**src/charge_pkg.sv**
```systemverilog
package charge_pkg;
  localparam int OSC_HZ        = 800;
  // Oscillator ticks per period; 20.48 s is 16384 ticks
  localparam int CYCLE_TICKS   = 16384;
  localparam int BREAK_TICKS   = 2048;
  localparam int PULSE_TICKS   = 4096;
  localparam int MEAS_START    = 1024;
  localparam int MIN5_CYCLES   = 15;
  localparam int MIN10_CYCLES  = 30;
  localparam int TOPOFF_CYCLES = 59;
  localparam int TRICKLE_DIV   = 64;
  localparam int BLINK_BIT     = 9;
  localparam logic [9:0] REF_CODE  = 10'h0f6;
  localparam logic [9:0] DROP_CODE = 10'h002;
  localparam logic [3:0] SLOPE_LSB = 4'h2;
  localparam logic [1:0] DROP_RUN  = 2'h3;

  typedef enum logic [2:0]
  {
    ST_IDLE    = 3'b000,
    ST_PREFORM = 3'b001,
    ST_FAST    = 3'b010,
    ST_TOPOFF  = 3'b011,
    ST_TRICKLE = 3'b100
  } charge_state_t;

  typedef struct packed
  {
    logic charge_on;
    logic charge_break_output;
    logic red_status_indicator;
    logic green_status_indicator;
  } drive_t;
endpackage

```
**src/fast_charge_sequencer.sv**
```systemverilog
`timescale 1ns/10ps
module fast_charge_sequencer
  import charge_pkg::*;
#(
  parameter int CYCLE_LEN = CYCLE_TICKS
)
(
  input  wire logic       clk,
  input  wire logic       rstn,
  input  wire logic       osc_tick,
  input  wire logic       battery_removed,
  input  wire logic [9:0] battery_sample,
  input  wire logic       sample_valid,
  output drive_t          drive
);
  initial
  begin
    if (CYCLE_LEN < 64) $error("CYCLE_LEN too small");
  end

  localparam int BRK = CYCLE_LEN / 8;
  localparam int PLS = CYCLE_LEN / 4;
  // Blink rate scales with the period so short test periods still blink
  localparam int BLINK_POS = BLINK_BIT + $clog2(CYCLE_LEN) - $clog2(CYCLE_TICKS);

  ////////////////////////////////////////////////////////////////////////////
  // Pin synchronisers; the first stage is read only by the second
  logic tick_s1_q, tick_s2_q, tick_s3_q;
  logic rem_s1_q, rem_s2_q, rem_s3_q;
  always_ff @(posedge clk or negedge rstn)
  begin
    if (!rstn)
    begin
      tick_s1_q <= 1'b0;
      tick_s2_q <= 1'b0;
      tick_s3_q <= 1'b0;
      rem_s1_q  <= 1'b1;
      rem_s2_q  <= 1'b1;
      rem_s3_q  <= 1'b1;
    end
    else
    begin
      tick_s1_q <= osc_tick;
      tick_s2_q <= tick_s1_q;
      tick_s3_q <= tick_s2_q;
      rem_s1_q  <= battery_removed;
      rem_s2_q  <= rem_s1_q;
      rem_s3_q  <= rem_s2_q;
    end
  end
  wire tick     = tick_s2_q & ~tick_s3_q;
  wire removed  = rem_s2_q;
  wire inserted = rem_s3_q & ~rem_s2_q;

  ////////////////////////////////////////////////////////////////////////////
  // Period timing from oscillator ticks
  logic [15:0] tick_cnt_q;
  logic [7:0]  cyc_cnt_q;
  logic [5:0]  trk_cnt_q;
  wire         cyc_end = tick & (tick_cnt_q == 16'(CYCLE_LEN - 1));
  always_ff @(posedge clk or negedge rstn)
  begin
    if (!rstn)
      tick_cnt_q <= 16'h0000;
    else if (removed || inserted)
      tick_cnt_q <= 16'h0000;
    else if (cyc_end)
      tick_cnt_q <= 16'h0000;
    else if (tick)
      tick_cnt_q <= tick_cnt_q + 16'h0001;
  end
  wire in_break = tick_cnt_q < 16'(BRK);
  wire in_pulse = ~in_break & (tick_cnt_q < 16'(BRK + PLS));

  charge_state_t state_q;

  always_ff @(posedge clk or negedge rstn)
  begin
    if (!rstn)
    begin
      cyc_cnt_q <= 8'h00;
      trk_cnt_q <= 6'h00;
    end
    else if (removed || inserted)
    begin
      cyc_cnt_q <= 8'h00;
      trk_cnt_q <= 6'h00;
    end
    else if (cyc_end)
    begin
      cyc_cnt_q <= (cyc_cnt_q == 8'hff) ? cyc_cnt_q : cyc_cnt_q + 8'h01;
      trk_cnt_q <= (trk_cnt_q == 6'(TRICKLE_DIV - 1)) ? 6'h00 : trk_cnt_q + 6'h01;
    end
  end

  ////////////////////////////////////////////////////////////////////////////
  // Voltage drop tracking
  logic [9:0] peak_q;
  logic [1:0] drop_run_q;
  logic       meas_q;
  wire        take = sample_valid & in_break & ~meas_q;
  wire        drop = take & (battery_sample + DROP_CODE <= peak_q)
                     & (peak_q >= DROP_CODE);
  always_ff @(posedge clk or negedge rstn)
  begin
    if (!rstn)
      meas_q <= 1'b0;
    else if (cyc_end || inserted)
      meas_q <= 1'b0;
    else if (take)
      meas_q <= 1'b1;
  end
  always_ff @(posedge clk or negedge rstn)
  begin
    if (!rstn)
    begin
      peak_q     <= 10'h000;
      drop_run_q <= 2'h0;
    end
    else if (inserted || removed)
    begin
      peak_q     <= 10'h000;
      drop_run_q <= 2'h0;
    end
    else if (take)
    begin
      if (battery_sample > peak_q)
        peak_q <= battery_sample;
      if (drop)
        drop_run_q <= (drop_run_q == DROP_RUN) ? drop_run_q : drop_run_q + 2'h1;
      else
        drop_run_q <= 2'h0;
    end
  end
  wire drop_valid = drop_run_q == DROP_RUN;

  ////////////////////////////////////////////////////////////////////////////
  // Slope counter: up eight samples, down eight, compare with -SLOPE_LSB
  logic [3:0] slope_q;
  logic [9:0] prev_q;
  logic [3:0] phase_q;
  logic       slope_hit_q;
  wire  [9:0] rise = battery_sample - prev_q;
  always_ff @(posedge clk or negedge rstn)
  begin
    if (!rstn)
    begin
      slope_q     <= 4'h0;
      prev_q      <= 10'h000;
      phase_q     <= 4'h0;
      slope_hit_q <= 1'b0;
    end
    else if (inserted || removed)
    begin
      slope_q     <= 4'h0;
      prev_q      <= 10'h000;
      phase_q     <= 4'h0;
      slope_hit_q <= 1'b0;
    end
    else if (take)
    begin
      prev_q  <= battery_sample;
      phase_q <= phase_q + 4'h1;
      if (phase_q[3])
        slope_q <= slope_q - rise[3:0];
      else
        slope_q <= slope_q + rise[3:0];
      slope_hit_q <= (phase_q == 4'hf) &&
                     ($signed(slope_q - rise[3:0]) < -$signed(SLOPE_LSB));
    end
  end
  // Rising curvature shows as later rises exceeding earlier ones
  wire slope_armed = cyc_cnt_q >= 8'(MIN5_CYCLES);

  ////////////////////////////////////////////////////////////////////////////
  // Charge state
  always_ff @(posedge clk or negedge rstn)
  begin
    if (!rstn)
      state_q <= ST_IDLE;
    else if (removed)
      state_q <= ST_IDLE;
    else
    begin
      case (state_q)
        ST_IDLE:
          if (take)
            state_q <= (battery_sample > REF_CODE) ? ST_FAST : ST_PREFORM;
        ST_PREFORM:
          if (take && battery_sample > REF_CODE)
            state_q <= ST_FAST;
        ST_FAST:
          if (drop_valid || (slope_armed && slope_hit_q))
            state_q <= ST_TOPOFF;
        ST_TOPOFF:
          if (cyc_end && phase_cyc_q >= 8'(TOPOFF_CYCLES))
            state_q <= ST_TRICKLE;
        ST_TRICKLE:
          state_q <= ST_TRICKLE;
        default:
          state_q <= ST_IDLE;
      endcase
    end
  end

  // Top-off time counts from its own entry
  logic [7:0] phase_cyc_q;
  always_ff @(posedge clk or negedge rstn)
  begin
    if (!rstn)
      phase_cyc_q <= 8'h00;
    else if (state_q != ST_PREFORM && state_q != ST_TOPOFF)
      phase_cyc_q <= 8'h00;
    else if (cyc_end && phase_cyc_q != 8'hff)
      phase_cyc_q <= phase_cyc_q + 8'h01;
  end

  ////////////////////////////////////////////////////////////////////////////
  // Outputs from state, period position, blink and the phase and trickle counters
  wire blink = tick_cnt_q[BLINK_POS];
  always_ff @(posedge clk or negedge rstn)
  begin
    if (!rstn)
      drive <= '0;
    else
    begin
      // No pack, no break strobe: all outputs rest low
      drive.charge_break_output <= in_break & ~removed;
      case (state_q)
        ST_PREFORM:
        begin
          drive.charge_on              <= ~in_break;
          drive.green_status_indicator <= (phase_cyc_q < 8'(MIN10_CYCLES)) & blink;
          drive.red_status_indicator   <= (phase_cyc_q >= 8'(MIN10_CYCLES)) & blink;
        end
        ST_FAST:
        begin
          drive.charge_on              <= ~in_break;
          drive.green_status_indicator <= blink;
          drive.red_status_indicator   <= 1'b0;
        end
        ST_TOPOFF:
        begin
          drive.charge_on              <= in_pulse;
          drive.green_status_indicator <= 1'b1;
          drive.red_status_indicator   <= 1'b0;
        end
        ST_TRICKLE:
        begin
          drive.charge_on              <= in_pulse & (trk_cnt_q == 6'h00);
          drive.green_status_indicator <= 1'b1;
          drive.red_status_indicator   <= 1'b0;
        end
        default:
        begin
          drive.charge_on              <= 1'b0;
          drive.green_status_indicator <= 1'b0;
          drive.red_status_indicator   <= 1'b0;
        end
      endcase
    end
  end
endmodule

```
**config.mk**
```make
export PLATFORM = sky130hd
export DESIGN_NAME = fast_charge_sequencer
export DESIGN_NICKNAME = d
export VERILOG_FILES = /design/src/charge_pkg.sv /design/src/fast_charge_sequencer.sv
export SDC_FILE = /design/constraint.sdc
export NUM_CORES = 1
export LEC_CHECK = 0
export ABC_AREA = 1
export BUFFER_PORTS_ARGS = -buffer_cell sky130_fd_sc_hd__buf_2
export CAP_MARGIN = 40
export CORE_ASPECT_RATIO = 1.2
export CORE_UTILIZATION = 60
export CTS_CLUSTER_DIAMETER = 120
export DETAILED_ROUTE_END_ITERATION = 10
export GPL_TIMING_DRIVEN = 0
export PLACE_DENSITY = 0.79
export SLEW_MARGIN = 20
export SYNTH_ARGS = -nofsm -noshare
export SYNTH_HDL_FRONTEND = slang
export SYNTH_SLANG_ARGS = --single-unit
```
**constraint.sdc**
```tcl
create_clock -name clk -period 6.3 [get_ports clk]
set_input_delay 0.63 -clock clk [delete_from_list [all_inputs] [get_ports clk]]
set_output_delay 0.63 -clock clk [all_outputs]
set_load 0.01 [all_outputs]
```
==> impl_metrics.ini <==
[timing]
clock_skew_ps = 17.8
max_clock_freq_mhz = 409
finalMaxSlewViolations = 0
maxSlewHeadroom_pct = 59.7
setup_viol = 0
timing.final.crit_period_ps = 2450
timing_worst_slew_pin_value_ps = 605
rsz0062_at_grt = no
finalSetupTns_ps = 0
final_min_period_over_clock_period_pct = 38.8
timing.final.hold_violations = 0

[run_status]
outcome = completed

[yosys]
yosys.area_share.simple_pct = 29.2
post_synth_xor_area_fraction_pct = 4.23
mappedNetlistArea_sq_um = 4970
synth_cell_type_count = 47
synth-async-reset-ratio_pct = 100
post_synth_inst_count = 630
postSynthRegisterBits = 77
synth_edf_count = 0
synth.net_count = 685
post_synthesis_mux_area_share_pct = 0.201
yosysMostFrequentCell = sky130_fd_sc_hd__nand2_1
main_combinational_cell_family_by_area_after_synthesis = simple AND/OR/NAND/NOR gates
ys_top_cells_by_count = sky130_fd_sc_hd__nand2_1, sky130_fd_sc_hd__inv_1, sky130_fd_sc_hd__dfrtp_1
post_synth_fa_ha_maj_area_fraction_pct = 10.5
post_synth.cell_area_avg_sq_um = 7.89
ys_warn_count = 0
synth.top_cells.by_area = sky130_fd_sc_hd__dfrtp_1, sky130_fd_sc_hd__nand2_1, sky130_fd_sc_hd__ha_1
ys.flop_type = sky130_fd_sc_hd__dfrtp_1
synth_sequential_area_ratio_pct = 38.8
synth_largest_area_cell = sky130_fd_sc_hd__dfrtp_1
yosysTopAreaCellShare_pct = 37.2
synth-compound-area-share_pct = 9.29

[worst_setup_path]
cell_by_cell_listing_of_the_critical_path = buf_2, ha_1, nand2_1, nor2_1, nand4_1, xor2_1, inv_1, ha_1, nand2_1, nor2_1, nand3_1, nand3_1, nand2_1, nand3_1, nand2_1, nand2_1, nand2_1
slowest_stage = sky130_fd_sc_hd__ha_1
critical_path.max_fanout = 6
startpoint = battery_sample[1]
critPathRequiredTime_ps = 6560
cp-start-kind = input pin
crit_arrival_ps = 2700
crit_path_frequent_cell = sky130_fd_sc_hd__nand2_1
critPathCaptureType = flip-flop
timing_worst_setup_path_type = in2reg
cp_slowest_stage_delay_ps = 290
timing.rr.start = prev_q[0]$_DFFE_PN0P_

[clock_tree]
post_cts_setup_buffer_count = 0
cts_tree = done
clkSinkCount = 77
cts.clk_slew.worst_paths_ps = 90
cts_max_path_buffers = 2
cts_buffers = 9
clock_latency_ps = 360
clock-root-buffer = sky130_fd_sc_hd__clkbuf_8
hold_buffers = 0
ctsHtreeMaxLevel = 3
cts_repair_resize_count = 0

[die]
row_count = 36
io-pin-count = 19
initial_core_util_pct = 61.7
floorplan.die_area_sq_um = 8660
die_width_um = 85.1
placeableCoreArea_sq_um = 8060
dieHeight_um = 102

[pwr]
power.static_leakage_nw = 2.67
p_per_area_nw_per_um2 = 205
vdd_ir_drop_max_mv = 0.156

[global_routing]
grt_pass1_vias = 4108
wire_length_of_the_first_global_routing_pass_um = 18200
antenna_violations_before_repair = 0
grt_start_max_net_pins = 42
grtUsageTotal_pct = 27.0
grt_overflow = 0

[layout]
layout_cells_sized_above_1_pct = 9.47
flow.area_growth_from_synthesis_pct = 8.08
final-instance-count-excl-fill = 760
nets = 715
final.fill_count = 709
antenna_cells_inserted = 0

[route]
drc = 0
detail_route.wl_per_cell_um = 14.3
dr_total_vias = 4267
ant_nets = 0
drtIter0Drc = 232
drt_wl_total_um = 10800
drt_pass1_iterations = 7
post_dr_vias_cell = 5.61

[placed_design]
place_inst = 744
place.detailed.hpwl_um = 8290
finalWeightedCongestion = 0.921
io_buffers = 18

[job]
max_cap_viol_count = 0

[worst_hold_path]
hold_path_class = in2async
## layout by cell type, fill, tap and decap left out, drive strengths merged, types with 5 or more instances in the layout
master,instances
ha,37
buf,22
nand3b,5
nand2,161
nor3,15
nor2,60
nand3,53
dfrtp,74
clkbuf,15
a21oi,23
xor2,19
o31ai,7
inv,91
o21ai,29
nand4,15
xnor2,5
o22ai,5
## registers in the layout, indices dropped and copies added (netlist names), 2 cells and up
signal       flops
cyc_cnt_q        8
drive            4
drop_run_q       2
peak_q          10
phase_cyc_q      8
phase_q          4
prev_q           4
slope_q          4
state_q          3
tick_cnt_q      16
trk_cnt_q        6
## per-layer routing
metal / wire (um) / vias to the layer above / share of wire, % / global-route usage [%]
li1: - / 2125 / - / -
met1: 4500 / 2027 / 41 / 30.9
met2: 5730 / 93 / 53 / 49.6
met3: 361 / 22 / 3.3 / 4.24
met4: 246 / 0 / 2.3 / 12.5
met5: 0 / - / 0 / 0
## worst paths after layout
| kind | endpoint | slack (ps) | depth (start not counted) |
|---|---|---|---|
| max | drop_run_q[0]$_DFFE_PN0P_ | 3850 | 17 |
| max reg2reg | slope_hit_q$_DFFE_PN0P_ | 3960 | 11 |
| max in group asynchronous | rem_s2_q$_DFF_PN1_ | 5420 | 2 |
| min reg2reg | tick_s2_q$_DFF_PN0_ | 360 | 0 |
| min | peak_q[7]$_DFFE_PN0P_ | 230 | 1 |
| min in group clk | tick_s2_q$_DFF_PN0_ | 360 | 0 |
## kinds of logic after synthesis
family / after synthesis
flip-flops: 77
AND/OR/NAND/NOR: 314
multiplexers: 1
buffers and inverters: 96
AO/OA/AOI/OAI: 78
XOR/XNOR: 24
adder cells (fa/ha/maj): 40
## report_power, final
group	switching [mW]	internal, mW	total [mW]	leakage, nW
sequential	0.0155	0.514	0.530	1.05
clock	0.184	0.155	0.339	0.0840
combinational	0.158	0.0765	0.234	1.54
## per-stage QoR
step	cell area (sq um)	hold slack (ps)	util, %	total power, mW	setup WS [ps]
after floorplan	4970	331	-	0.700	3850
final	5370	228	66.7	1.10	3850
after global placement	5180	337	64.3	0.759	3520
after detailed placement	5200	340	64.5	0.770	3440
after global routing	5370	269	66.7	1.16	3640
after CTS	5370	237	66.7	1.11	3830
## critical path, delay by kind of cell
family	cells	cell delay [ps]
buffers and inverters	2	220
adder cells (fa/ha/maj)	2	520
XOR/XNOR	1	160
AND/OR/NAND/NOR	12	1170
## area by class of cell
cell class                 count  area [sq um]  share of cell area, %
timing repair buffer          19           113                   2.10
inverter                      91           345                   6.43
clock buffer                  13           149                   2.77
multi-input combinational    457          2660                   49.5
buffer                         5          37.5                  0.698
sequential                    77          1930                   35.9
clock inverter                 3          21.3                  0.396
tap                           95           119                   2.21
(Power assumes the default switching activity.)
